==> src/design/fkch_defines.vh <==
/*
 * constants of the form keypad and cursor handler: register map, control bits,
 * key codes from the keyboard scanner, codes sent to the host, timing.
 * assumes a 100 MHz system clock and a 7-bit key code from the scanner.
 */
`ifndef FKCH_DEFINES_VH
`define FKCH_DEFINES_VH

`define FKCH_CLK_KHZ        100000
`define FKCH_SHORT_TEST_MS  10000
`define FKCH_REPEAT_MS      50
`define FKCH_SETTLE         3'd4

`define FKCH_ADDR_W         12
`define FKCH_OFF_CTRL       12'h000
`define FKCH_OFF_GEOM       12'h004
`define FKCH_OFF_STATUS     12'h008
`define FKCH_OFF_SELECT     12'h00c
`define FKCH_OFF_LASTCODE   12'h010

`define FKCH_CTRL_FN        0
`define FKCH_CTRL_AUTOTAB   1
`define FKCH_CTRL_MENU      2
`define FKCH_CTRL_INSERT    3
`define FKCH_CTRL_LOCK      4
`define FKCH_CTRL_RAISE     5
`define FKCH_CTRL_RST       5'h00
`define FKCH_GEOM_LAST_LO   0
`define FKCH_GEOM_DISP_LO   8
`define FKCH_LAST_RST       4'hf
`define FKCH_DISP_RST       4'h8

`define FKCH_K_RIGHT        7'h01
`define FKCH_K_LEFT         7'h02
`define FKCH_K_FWD          7'h03
`define FKCH_K_BACK         7'h04
`define FKCH_K_SELECT       7'h05
`define FKCH_K_NEXT         7'h06
`define FKCH_K_ERASE        7'h07
`define FKCH_K_REMOVE       7'h08
`define FKCH_K_ERRRST       7'h09
`define FKCH_K_PERIOD       7'h2e
`define FKCH_K_DIG0         7'h30
`define FKCH_K_DIG9         7'h39
`define FKCH_K_PRINT_LO     7'h20
`define FKCH_K_PRINT_HI     7'h7e

`define FKCH_C_ESC          8'h1b
`define FKCH_C_PF_BASE      8'h50
`define FKCH_C_ABORT        8'h18
`define FKCH_PF_ABORT_IDX   4'h7
`define FKCH_PF_PERIOD_IDX  4'ha

`define FKCH_OP_CLR_END     2'h0
`define FKCH_OP_ERASE       2'h1
`define FKCH_OP_REMOVE      2'h2

`endif

==> src/design/fkch_sync.v <==
/*
 * three-stage synchroniser for a bus of pin levels.
 * the output bit changes only once the second and third stages agree;
 * assumes each bit is an independent slow level (keys, modem lines).
 */
`timescale 1ns/1ps

module fkch_sync #(
  parameter W = 1
) (
  input  wire         mclk_i,
  input  wire         rst_i,
  input  wire [W-1:0] d_i,
  output reg  [W-1:0] q_o
);

  reg [W-1:0] s1_r;
  reg [W-1:0] s2_r;
  reg [W-1:0] s3_r;

  always @(posedge mclk_i) begin
    if (rst_i) begin
      s1_r <= {W{1'b0}};
      s2_r <= {W{1'b0}};
      s3_r <= {W{1'b0}};
      q_o  <= {W{1'b0}};
    end else begin
      s1_r <= d_i;
      s2_r <= s1_r;
      s3_r <= s2_r;
      q_o  <= (s2_r & s3_r) | (q_o & (s2_r | s3_r));
    end
  end

endmodule

==> src/design/fkch_top.v <==
/*
 * form keypad and cursor handler: key events, repeat, keypad modes, cursor
 * moves between form fields, menu selection, error mode, lamps, self-test,
 * apb register slave.
 * assumes debounced key levels from the scanner, field checking done outside
 * (check_fail_i answers a check_stb_o), link status from the protocol logic.
 */
// Added by the designer: the APB register port and the register offsets.
`timescale 1ns/1ps
`include "fkch_defines.vh"

module fkch_top #(
  parameter [31:0] SHORT_CYCLES = `FKCH_SHORT_TEST_MS * `FKCH_CLK_KHZ,
  parameter [31:0] REP_CYCLES   = `FKCH_REPEAT_MS * `FKCH_CLK_KHZ,
  parameter        NFIELD       = 16
) (
  input  wire                   mclk_i,
  input  wire                   rst_i,
  input  wire                   psel_i,
  input  wire                   penable_i,
  input  wire                   pwrite_i,
  input  wire [`FKCH_ADDR_W-1:0] paddr_i,
  input  wire [31:0]            pwdata_i,
  output reg  [31:0]            prdata_o,
  output wire                   pready_o,
  output wire                   pslverr_o,
  input  wire [6:0]             key_code_i,
  input  wire                   key_down_i,
  input  wire                   shift_i,
  input  wire                   repeat_key_i,
  input  wire                   capitals_latch_key_i,
  input  wire                   carrier_i,
  input  wire                   clear_to_send_i,
  input  wire                   link_ready_i,
  input  wire                   check_fail_i,
  output reg  [7:0]             code_o,
  output reg                    code_stb_o,
  output reg                    check_stb_o,
  output reg  [3:0]             check_field_o,
  output reg                    edit_stb_o,
  output reg  [1:0]             edit_op_o,
  output reg                    bell_o,
  output reg  [3:0]             cur_field_o,
  output reg  [3:0]             cur_pos_o,
  output wire                   ready_lamp_o,
  output wire                   input_locked_lamp_o,
  output wire                   function_keypad_lamp_o,
  output wire                   insert_lamp_o,
  output wire                   display_area_lamp_o,
  output wire                   clear_to_send_lamp_o,
  output wire                   carrier_lamp_o,
  output wire                   entry_error_lamp_o
);

  localparam [3:0] ST_INIT  = 4'b0001;
  localparam [3:0] ST_LONG  = 4'b0010;
  localparam [3:0] ST_SHORT = 4'b0100;
  localparam [3:0] ST_RUN   = 4'b1000;
  localparam [3:0] POS_LAST = 4'hf;

  wire [12:0] kin_q;
  wire [6:0]  kc       = kin_q[6:0];
  wire        kdown    = kin_q[7];
  wire        kshift   = kin_q[8];
  wire        krepeat  = kin_q[9];
  wire        kcaps    = kin_q[10];
  wire        carrier  = kin_q[11];
  wire        cts      = kin_q[12];

  fkch_sync #(.W(13)) u_sync (
    .mclk_i (mclk_i),
    .rst_i  (rst_i),
    .d_i    ({clear_to_send_i, carrier_i, capitals_latch_key_i, repeat_key_i,
              shift_i, key_down_i, key_code_i}),
    .q_o    (kin_q)
  );

  // key classes, used by the repeat logic and the action decoder
  function is_digit;
    input [6:0] c;
    is_digit = (c >= `FKCH_K_DIG0 && c <= `FKCH_K_DIG9) || c == `FKCH_K_PERIOD;
  endfunction

  function is_print;
    input [6:0] c;
    is_print = c >= `FKCH_K_PRINT_LO && c <= `FKCH_K_PRINT_HI;
  endfunction

  function is_auto_rep;
    input [6:0] c;
    is_auto_rep = c == `FKCH_K_NEXT || c == `FKCH_K_ERASE || c == `FKCH_K_REMOVE ||
                  c == `FKCH_K_LEFT || c == `FKCH_K_RIGHT || c == `FKCH_K_FWD ||
                  c == `FKCH_K_BACK;
  endfunction

  reg [3:0]  st_r;
  reg [3:0]  st_nxt;
  reg [2:0]  settle_r;
  reg [31:0] test_cnt_r;
  reg        caps_d_r;
  reg        kdown_d_r;
  reg [31:0] rep_cnt_r;
  reg [4:0]  ctrl_r;
  reg [3:0]  last_field_r;
  reg [3:0]  disp_first_r;
  reg [NFIELD-1:0] sel_r;
  reg [NFIELD-1:0] sel_nxt;
  reg [3:0]  field_r;
  reg [3:0]  field_nxt;
  reg [3:0]  pos_r;
  reg [3:0]  pos_nxt;
  reg        past_r;
  reg        past_nxt;
  reg        error_r;
  reg [7:0]  seq2_r;
  reg        seq2_v_r;
  reg [7:0]  last_code_r;

  reg        send1;
  reg        send2;
  reg [7:0]  byte1;
  reg [7:0]  byte2;
  reg        chk;
  reg [3:0]  chk_field;
  reg        edit;
  reg [1:0]  op;
  reg        bell;
  reg        err_clr;
  reg [3:0]  pf_idx;

  wire running  = st_r == ST_RUN;
  wire locked   = ctrl_r[`FKCH_CTRL_LOCK] | ~running;
  wire in_disp  = field_r >= disp_first_r;
  wire fn_mode  = ctrl_r[`FKCH_CTRL_FN];

  wire apb_wr   = psel_i & penable_i & pwrite_i;
  wire apb_setup = psel_i & ~penable_i;
  wire hit      = paddr_i == `FKCH_OFF_CTRL || paddr_i == `FKCH_OFF_GEOM ||
                  paddr_i == `FKCH_OFF_STATUS || paddr_i == `FKCH_OFF_SELECT ||
                  paddr_i == `FKCH_OFF_LASTCODE;
  wire raise    = apb_wr && paddr_i == `FKCH_OFF_CTRL && pwdata_i[`FKCH_CTRL_RAISE];

  assign pready_o  = 1'b1;
  assign pslverr_o = psel_i & penable_i & ~hit;

  wire press    = kdown & ~kdown_d_r;
  wire rep_ok   = is_auto_rep(kc) | (krepeat & (is_print(kc) | is_digit(kc)));
  wire rep_fire = kdown & kdown_d_r & rep_ok && rep_cnt_r == REP_CYCLES - 32'h1;
  wire key_evt  = running & (press | rep_fire);

  always @(posedge mclk_i) begin
    if (rst_i) begin
      kdown_d_r <= 1'b0;
      rep_cnt_r <= 32'h0;
    end else begin
      kdown_d_r <= kdown;
      if (!kdown || press || rep_fire)
        rep_cnt_r <= 32'h0;
      else
        rep_cnt_r <= rep_cnt_r + 32'h1;
    end
  end

  // self-test sequencer
  always @* begin
    st_nxt = st_r;
    case (st_r)
      ST_INIT: begin
        // caps level caught after sync settles
        if (settle_r == `FKCH_SETTLE)
          st_nxt = kcaps ? ST_SHORT : ST_LONG;
      end
      ST_LONG: begin
        if (kcaps & ~caps_d_r)
          st_nxt = ST_SHORT;
      end
      ST_SHORT: begin
        if (test_cnt_r == SHORT_CYCLES - 32'h1)
          st_nxt = ST_RUN;
      end
      ST_RUN: st_nxt = ST_RUN;
      default: st_nxt = ST_INIT;
    endcase
  end

  // key action decoder
  always @* begin
    field_nxt = field_r;
    pos_nxt   = pos_r;
    past_nxt  = past_r;
    sel_nxt   = sel_r;
    send1     = 1'b0;
    send2     = 1'b0;
    byte1     = {1'b0, kc};
    byte2     = 8'h00;
    chk       = 1'b0;
    chk_field = field_r;
    edit      = 1'b0;
    op        = `FKCH_OP_CLR_END;
    bell      = 1'b0;
    err_clr   = 1'b0;
    pf_idx    = (kc == `FKCH_K_PERIOD) ? `FKCH_PF_PERIOD_IDX : kc[3:0];
    if (key_evt) begin
      // error mode rings the bell for any key but error reset, which clears it
      if (error_r) begin
        if (kc == `FKCH_K_ERRRST)
          err_clr = 1'b1;
        else
          bell = 1'b1;
      end else if (is_digit(kc)) begin
        if (!locked && (fn_mode || kshift)) begin
          if (pf_idx == `FKCH_PF_ABORT_IDX) begin
            send1 = 1'b1;
            byte1 = `FKCH_C_ABORT;
          end else begin
            send1 = 1'b1;
            send2 = 1'b1;
            byte1 = `FKCH_C_ESC;
            byte2 = `FKCH_C_PF_BASE + {4'h0, pf_idx};
          end
        end else if (!locked && !past_r) begin
          send1 = 1'b1;
          if (pos_r != POS_LAST)
            pos_nxt = pos_r + 4'h1;
        end
      end else if (is_print(kc)) begin
        if (!locked && !past_r) begin
          send1 = 1'b1;
          if (pos_r != POS_LAST)
            pos_nxt = pos_r + 4'h1;
        end
      end else begin
        case (kc)
          `FKCH_K_RIGHT: begin
            if (pos_r != POS_LAST) begin
              pos_nxt  = pos_r + 4'h1;
              past_nxt = 1'b0;
            end else if (ctrl_r[`FKCH_CTRL_AUTOTAB] && field_r != last_field_r) begin
              field_nxt = field_r + 4'h1;
              pos_nxt   = 4'h0;
              past_nxt  = 1'b0;
              chk       = 1'b1;
            end
          end
          `FKCH_K_LEFT: begin
            if (pos_r != 4'h0) begin
              pos_nxt  = pos_r - 4'h1;
              past_nxt = 1'b0;
            end
          end
          `FKCH_K_FWD: begin
            chk = 1'b1;
            if (field_r == last_field_r) begin
              pos_nxt  = POS_LAST;
              past_nxt = 1'b1;
            end else begin
              field_nxt = field_r + 4'h1;
              pos_nxt   = 4'h0;
              past_nxt  = 1'b0;
            end
          end
          `FKCH_K_BACK: begin
            if (pos_r == 4'h0 && field_r != 4'h0)
              field_nxt = field_r - 4'h1;
            pos_nxt  = 4'h0;
            past_nxt = 1'b0;
          end
          `FKCH_K_NEXT: begin
            chk  = 1'b1;
            edit = 1'b1;
            op   = `FKCH_OP_CLR_END;
            if (field_r != last_field_r) begin
              field_nxt = field_r + 4'h1;
              pos_nxt   = 4'h0;
              past_nxt  = 1'b0;
            end
          end
          `FKCH_K_ERASE: begin
            edit = !past_r;
            op   = `FKCH_OP_ERASE;
            if (!past_r && pos_r != 4'h0)
              pos_nxt = pos_r - 4'h1;
          end
          `FKCH_K_REMOVE: begin
            edit = !past_r;
            op   = `FKCH_OP_REMOVE;
          end
          `FKCH_K_SELECT: begin
            if (ctrl_r[`FKCH_CTRL_MENU] && in_disp && !locked)
              sel_nxt[field_r] = ~kshift;
          end
          default: bell = 1'b0;
        endcase
      end
    end
  end

  always @(posedge mclk_i) begin
    if (rst_i) begin
      st_r          <= ST_INIT;
      settle_r      <= 3'h0;
      test_cnt_r    <= 32'h0;
      caps_d_r      <= 1'b0;
      ctrl_r        <= `FKCH_CTRL_RST;
      last_field_r  <= `FKCH_LAST_RST;
      disp_first_r  <= `FKCH_DISP_RST;
      sel_r         <= {NFIELD{1'b0}};
      field_r       <= 4'h0;
      pos_r         <= 4'h0;
      past_r        <= 1'b0;
      error_r       <= 1'b0;
      seq2_r        <= 8'h00;
      seq2_v_r      <= 1'b0;
      last_code_r   <= 8'h00;
      code_o        <= 8'h00;
      code_stb_o    <= 1'b0;
      check_stb_o   <= 1'b0;
      check_field_o <= 4'h0;
      edit_stb_o    <= 1'b0;
      edit_op_o     <= `FKCH_OP_CLR_END;
      bell_o        <= 1'b0;
      prdata_o      <= 32'h0;
    end else begin
      st_r     <= st_nxt;
      caps_d_r <= kcaps;
      if (st_r == ST_INIT && settle_r != `FKCH_SETTLE)
        settle_r <= settle_r + 3'h1;
      test_cnt_r <= (st_r == ST_SHORT) ? test_cnt_r + 32'h1 : 32'h0;
      if (st_r == ST_SHORT && st_nxt == ST_RUN) begin
        // home cursor at end of test
        field_r <= 4'h0;
        pos_r   <= 4'h0;
        past_r  <= 1'b0;
      end else begin
        field_r <= field_nxt;
        pos_r   <= pos_nxt;
        past_r  <= past_nxt;
      end
      sel_r <= sel_nxt;
      // set wins over error reset
      error_r <= check_fail_i | raise | (error_r & ~err_clr);
      // codes go out per key event
      if (send1) begin
        code_o      <= byte1;
        code_stb_o  <= 1'b1;
        last_code_r <= byte1;
        seq2_v_r    <= send2;
        seq2_r      <= byte2;
      end else if (seq2_v_r) begin
        code_o      <= seq2_r;
        code_stb_o  <= 1'b1;
        last_code_r <= seq2_r;
        seq2_v_r    <= 1'b0;
      end else begin
        code_stb_o <= 1'b0;
      end
      check_stb_o <= chk;
      if (chk)
        check_field_o <= chk_field;
      edit_stb_o <= edit;
      if (edit)
        edit_op_o <= op;
      bell_o <= bell;
      if (apb_wr && paddr_i == `FKCH_OFF_CTRL)
        ctrl_r <= pwdata_i[4:0];
      if (apb_wr && paddr_i == `FKCH_OFF_GEOM) begin
        last_field_r <= pwdata_i[`FKCH_GEOM_LAST_LO +: 4];
        disp_first_r <= pwdata_i[`FKCH_GEOM_DISP_LO +: 4];
      end
      if (apb_setup) begin
        case (paddr_i)
          `FKCH_OFF_CTRL:     prdata_o <= {27'h0, ctrl_r};
          `FKCH_OFF_GEOM:     prdata_o <= {20'h0, disp_first_r, 4'h0, last_field_r};
          `FKCH_OFF_STATUS:   prdata_o <= {9'h0, in_disp, st_r, locked, error_r,
                                           past_r, 3'h0, pos_r, 4'h0, field_r};
          `FKCH_OFF_SELECT:   prdata_o <= {{(32-NFIELD){1'b0}}, sel_r};
          `FKCH_OFF_LASTCODE: prdata_o <= {24'h0, last_code_r};
          default:            prdata_o <= 32'h0;
        endcase
      end
    end
  end

  always @* begin
    cur_field_o = field_r;
    cur_pos_o   = pos_r;
  end

  assign ready_lamp_o           = link_ready_i;
  // locked during test or by host
  assign input_locked_lamp_o    = locked;
  assign function_keypad_lamp_o = fn_mode;
  assign insert_lamp_o          = ctrl_r[`FKCH_CTRL_INSERT];
  assign display_area_lamp_o    = in_disp;
  assign clear_to_send_lamp_o   = cts;
  assign carrier_lamp_o         = carrier;
  assign entry_error_lamp_o     = error_r;

endmodule

==> config.mk <==
export PLATFORM = sky130hd
export DESIGN_NAME = fkch_top
export DESIGN_NICKNAME = d
export VERILOG_FILES = /design/src/design/fkch_sync.v /design/src/design/fkch_top.v
export VERILOG_INCLUDE_DIRS = /design/src /design/src/design
export SDC_FILE = /design/constraint.sdc
export NUM_CORES = 1
export LEC_CHECK = 0
export ABC_AREA = 1
export BUFFER_PORTS_ARGS = -buffer_cell sky130_fd_sc_hd__buf_4
export CAP_MARGIN = 20
export CORE_MARGIN = 2
export CORE_UTILIZATION = 55
export DETAILED_ROUTE_END_ITERATION = 16
export PLACE_DENSITY = 0.8
export SYNTH_ARGS = -nofsm -noshare
export SYNTH_HDL_FRONTEND = slang
export SYNTH_HIERARCHICAL = 1
export SYNTH_SLANG_ARGS = --single-unit
export TNS_END_PERCENT = 5
==> constraint.sdc <==
create_clock -name mclk_i -period 4.4 [get_ports mclk_i]
set_input_delay 1.1 -clock mclk_i [delete_from_list [all_inputs] [get_ports mclk_i]]
set_output_delay 1.1 -clock mclk_i [all_outputs]
set_load 0.05 [all_outputs]
After elaboration in Yosys (flattened, before gate mapping). Index checks and enable logic that the tools add are counted.

Register bits after elaboration: 223.

Eq/ne operators: 39. Mux-type cells: 76. Bitwise gates (word level): 35. Add/subtract/negate cells: 8. Magnitude comparators: 7. Reductions and logical operators: 52.

Operator list (count): $pmux W23 S5 (1); $mux W4 (20); $add A32 B1 Y32 const B (2); $mux W8 (7); $eq A32 B23 Y1 const B (1); $eq A32 B30 Y1 const B (1); $pmux W4 S4 (2); $mux W1 (29); $eq A7 B3 Y1 const B (4); $mux W7 (4); $and A13 B13 Y13 (2); $or A13 B13 Y13 (2); $eq A12 B4 Y1 const B (2); $pmux W4 S6 (1); $bwmux W16 (1); $logic_and A1 B1 Y1 (16); $reduce_and A8 Y1 (2); $eq A7 B2 Y1 const B (2); $eq A7 B4 Y1 const B (2); $ge A7 B6 Y1 const B (2); $logic_or A1 B1 Y1 (14); $not A1 Y1 (14); $eq A12 B3 Y1 const B (1); $eq A12 B5 Y1 const B (1); other kinds (45) (84).

Longest topological paths before layout.
Depth after elaboration: 16. Gate-level depth with buffers: 16. Depth with buffers taken out: 16.

Cells and area by module. The synthesis kept the hierarchy.

By module, submodules not included: fkch_top (area an instance 8440.6 sq um, times used 1, cells an instance 1235); fkch_sync (area an instance 1556.5 sq um, times used 1, cells an instance 175).

Worst setup path after synthesis. No wires, ideal clock.

Path kind: input port to output port. From: in paddr_i[1]. To: out pslverr_o. Arrival: 2.797 ns. Slack: 0.503 ns. Stages: 7. Path through: or2_2 -> inv_1 -> nand3_1 -> inv_1 -> nand4_1 -> inv_1 -> a311oi_1.

Word-level cells in the longest chain between the ends: 7. Elaborated cells on any way between the ends: 11. Classes of those cells: 4 x eq/ne; 2 x bitwise; 5 x reduce/logical.

Ends and longest elaborated chain: start: declaration (RTL line fkch_top.v:22) `` input wire [`FKCH_ADDR_W-1:0] paddr_i, ``; $eq A12 B3 Y1 or $logic_not A12 Y1 (tied branches); $logic_or A1 B1 Y1 (no line) (3 in a row); $logic_or A1 B1 Y1 (no line) *; $not A1 Y1 * (RTL line fkch_top.v:144) `assign pslverr_o = psel_i & penable_i & ~hit;`; $and A1 B1 Y1 * (RTL line fkch_top.v:144); end: declaration (RTL line fkch_top.v:26) `output wire pslverr_o,`.

Mark *: on every way between the ends. The rest lies on a longest branch, timed or not.

Worst setup path after layout. Ends and elaborated chain as after synthesis.

==> metrics.txt <==
# TYPE chip_impl_metric gauge
chip_impl_info{name="run_status",value="complete, no violations"} 1
chip_impl_metric{name="final-hold-violation-count",unit=""} 0
chip_impl_info{name="hold_path_startpoint",value="u_sync/s1_r[10]"} 1
chip_impl_metric{name="synth.ff_latch_count",unit=""} 210
chip_impl_metric{name="synth_warnings",unit=""} 6
chip_impl_metric{name="holdBufCountCts",unit=""} 0
chip_impl_metric{name="layout.nets",unit=""} 1576
chip_impl_info{name="worstHoldPathType",value="reg -> reg"} 1
chip_impl_metric{name="grt_antenna_before_repair",unit=""} 0
chip_impl_info{name="timing.rr.start",value="cur_field_o[0]"} 1
chip_impl_metric{name="total_via_count_after_detailed_routing",unit=""} 9372
chip_impl_metric{name="synth_enable_flop_cells",unit=""} 0
chip_impl_metric{name="fin_skew",unit="ps"} 6.65
chip_impl_metric{name="area_of_combinational_cells_with_multiple_inputs",unit="µm²"} 4830
chip_impl_metric{name="cts_inserted_buffers",unit=""} 22
chip_impl_metric{name="setup-violations-final",unit=""} 0
chip_impl_metric{name="crit_arrival",unit="ps"} 2420
chip_impl_metric{name="row_count",unit=""} 49
chip_impl_metric{name="io_buffer_count",unit=""} 96
chip_impl_metric{name="post_drt_wl_per_cell",unit="µm"} 13.7
chip_impl_info{name="synth_top_cells_by_area",value="dfxtp_1, nand2_1, nor2_1"} 1
chip_impl_metric{name="ant_nets",unit=""} 0
chip_impl_metric{name="n_antenna_cell",unit=""} 0
chip_impl_metric{name="die_w",unit="µm"} 139
chip_impl_info{name="timing.rr.end",value="sel_r[4]"} 1
chip_impl_metric{name="timing.final.ws_setup",unit="ps"} 876
chip_impl_metric{name="path_buf_inv",unit=""} 5
chip_impl_metric{name="power.density_cell_area",unit="nW/µm²"} 350
chip_impl_metric{name="slew-limit-headroom",unit="%"} 41.3
chip_impl_metric{name="gr-total-overflow",unit=""} 0
chip_impl_metric{name="r2r_slack",unit="ps"} 1380
chip_impl_metric{name="dp_worst_setup_slack",unit="ps"} 894
chip_impl_metric{name="timing.critical_path.slowest_cell_delay",unit="ps"} 340
chip_impl_info{name="critical_path.startpoint_type",value="input pin"} 1
chip_impl_metric{name="netlist.area_leader.share",unit="%"} 42.1
chip_impl_metric{name="initial_core_util",unit="%"} 55.8
chip_impl_metric{name="initialDrtViolationCount",unit=""} 718
chip_impl_metric{name="totalPowerFinal",unit="mW"} 4.04
chip_impl_metric{name="grt_pass1_vias",unit=""} 8449
chip_impl_metric{name="final_replace_weighted_congestion",unit=""} 0.903
chip_impl_metric{name="totalNegativeSetupSlack",unit="ps"} 0
chip_impl_metric{name="drt-vias-per-instance",unit=""} 5.38
chip_impl_metric{name="critPathRequiredTime",unit="ps"} 3300
chip_impl_metric{name="global_route_wire_length_before_repair",unit="µm"} 39100
chip_impl_metric{name="finalNonFillerCells",unit=""} 1741
chip_impl_metric{name="postSynthAreaPerCell",unit="µm²"} 7.09
chip_impl_metric{name="dp.cells",unit=""} 1703
chip_impl_metric{name="grt_use_total",unit="%"} 23.6
chip_impl_metric{name="maxCapViolations",unit=""} 0
chip_impl_metric{name="path_max_fanout",unit=""} 7
chip_impl_metric{name="drt_pass1_iterations",unit=""} 6
chip_impl_metric{name="clk_path_buf_depth",unit=""} 3
chip_impl_info{name="layout_commonest_cell",value="nand2_1"} 1
chip_impl_info{name="path_class",value="in -> out"} 1
chip_impl_metric{name="postSynthCellCount",unit=""} 1410
chip_impl_metric{name="p_leak",unit="nW"} 4.52
chip_impl_metric{name="layout-drive-gt1-share",unit="%"} 12.9
chip_impl_metric{name="post-route-drc-count",unit=""} 0
chip_impl_info{name="critical-path-slowest-cell",value="or2_2"} 1
chip_impl_info{name="largest_area_contributor_in_the_synthesized_netlist",value="dfxtp_1"} 1
chip_impl_info{name="layout_common_cells",value="nand2_1, dfxtp_1, nor2_1"} 1
chip_impl_metric{name="yosysSeqAreaShare",unit="%"} 42.1
chip_impl_metric{name="areaGrowthSynthToFinish",unit="%"} 15.5
chip_impl_metric{name="postCtsSetupRepairBufs",unit=""} 0
chip_impl_info{name="crit_family",value="buffers and inverters"} 1
chip_impl_metric{name="area.sequential",unit="µm²"} 4200
chip_impl_metric{name="count_of_cells_resized_by_post_cts_repair",unit=""} 0
chip_impl_metric{name="pin_count",unit=""} 132
chip_impl_metric{name="fp.dieArea",unit="µm²"} 19300
chip_impl_metric{name="post-route-cell-area",unit="µm²"} 11500
chip_impl_info{name="cts-root-buf",value="clkbuf_16"} 1
chip_impl_metric{name="worst_setup_hold_path_clk_slew",unit="ps"} 60
chip_impl_info{name="timing.critical_path.to_type",value="output port"} 1
chip_impl_metric{name="maximum_number_of_pins_on_one_net_before_global_route_repair",unit=""} 75
chip_impl_info{name="critical_path.most_common_cell",value="inv_1"} 1
chip_impl_info{name="tritoncts",value="built"} 1
chip_impl_metric{name="synth-async-reset-ratio",unit="%"} 0
chip_impl_metric{name="die_height",unit="µm"} 139
chip_impl_metric{name="clock_sink_count",unit=""} 210
chip_impl_info{name="dominantRegCellSynth",value="dfxtp_1"} 1
chip_impl_info{name="min_to",value="u_sync/s2_r[10]"} 1
chip_impl_metric{name="postRouteWirelength",unit="µm"} 23900
chip_impl_info{name="path_cells",value="buf_4 -> or2_2 -> inv_1 -> nand3_1 -> inv_1 -> nand4_1 -> inv_1 -> a311oi_1 -> buf_4"} 1
chip_impl_metric{name="final-max-slew-violation-count",unit=""} 0
chip_impl_info{name="rsz_0062_raised_after_global_routing",value="false"} 1
chip_impl_metric{name="yosysUniqueCellTypes",unit=""} 49
chip_impl_metric{name="fmaxAchievable",unit="GHz"} 0.284
chip_impl_metric{name="tightestPinTransition",unit="ps"} 878
chip_impl_metric{name="htree_levels",unit=""} 1
chip_impl_metric{name="number_of_cells_on_the_worst_hold_path",unit=""} 2
chip_impl_metric{name="fin_crit_sh",unit="%"} 80.1
chip_impl_metric{name="hpwl",unit="µm"} 17000
chip_impl_metric{name="layout.filler_cells",unit=""} 1623
chip_impl_metric{name="netlist_area",unit="µm²"} 10000
chip_impl_metric{name="core_area",unit="µm²"} 17900
chip_impl_metric{name="worstSkewPairLatency",unit="ps"} 510
chip_impl_metric{name="ff2ff_path_depth",unit=""} 11
chip_impl_metric{name="irDropWorstVdd",unit="µV"} 314
chip_impl_metric{name="detailed_place.area",unit="µm²"} 10800
chip_impl_metric{name="final.min_clock_period",unit="ps"} 3520
[how the worst max path moves through the flow]
stage,startpoint,to,slack [ps],depth (start not counted)
floorplan,paddr_i[1],pslverr_o,500,7
global placement,paddr_i[1],pslverr_o,920,9
detailed placement,paddr_i[1],pslverr_o,890,9
CTS,paddr_i[1],pslverr_o,890,9
global route,paddr_i[1],pslverr_o,790,9
finish,paddr_i[1],pslverr_o,880,9
[stage by stage]
stage / util (%) / hold WS [ps]
floorplan: - / 388
global placement: 60.3 / 389
detailed placement: 60.3 / 396
CTS: 64.5 / 404
global route: 64.5 / 416
finish: 64.5 / 404
[Yosys cell counts, types with 7 or more instances]
master,count
nand2_1,244
dfxtp_1,210
nor2_1,204
inv_1,182
a21oi_1,122
nand3_1,114
o21ai_0,63
nor3_1,35
nand4_1,29
buf_4,16
clkbuf_1,16
ha_1,13
o21ai_1,13
xor2_1,13
or2_2,12
nor2_2,10
nor4_1,10
inv_2,8
buf_2,7
[tightest hold or removal path, delay by kind of cell, from the launching register on]
family,cells,cell delay (ps)
AND/OR/NAND/NOR,1,30
flip-flops,1,300
buffers and inverters,1,40
[area by class of cell]
type / instances / area share [%]
Clock buffer: 28 / 5.32
Clock inverter: 10 / 1.15
Inverter: 194 / 6.31
Multi-Input combinational cell: 970 / 41.8
Sequential cell: 210 / 36.4
Tap cell: 229 / 2.48
Timing Repair Buffer: 100 / 6.50
[metal layers]
metal	vias to the layer above	track usage [%]	routed length, µm
met1	4252	31.9	10800
met3	57	4.07	1610
met5	-	0	0
met4	0	6.01	535
li1	4750	-	-
met2	313	39.6	10900
[sequential cells by signal, indices dropped and copies added, names as in the netlist, 7 cells and up]
name,count
prdata_o,23
u_sync/s2_r,13
rep_cnt_r,32
u_sync/s3_r,13
last_code_r,7
test_cnt_r,32
sel_r,16
u_sync/q_o,13
u_sync/s1_r,13
[cell families after synthesis]
family	count (synthesis)	synth area share (%)
AO/OA/AOI/OAI	229	12.4
XOR/XNOR	19	1.66
adder cells (fa/ha/maj)	14	1.83
buffers and inverters	239	9.96
flip-flops	210	42.1
other	2	0.0751
AND/OR/NAND/NOR	697	32.1
[power breakdown]
part	total (mW)	switching [mW]	leakage, nW	internal, mW
clock	1.91	0.752	0.360	1.16
combinational	0.176	0.117	2.46	0.0581
sequential	1.95	0.0196	1.70	1.93
total	4.04	0.889	4.52	3.15
Power figures use the tool's default switching activity.
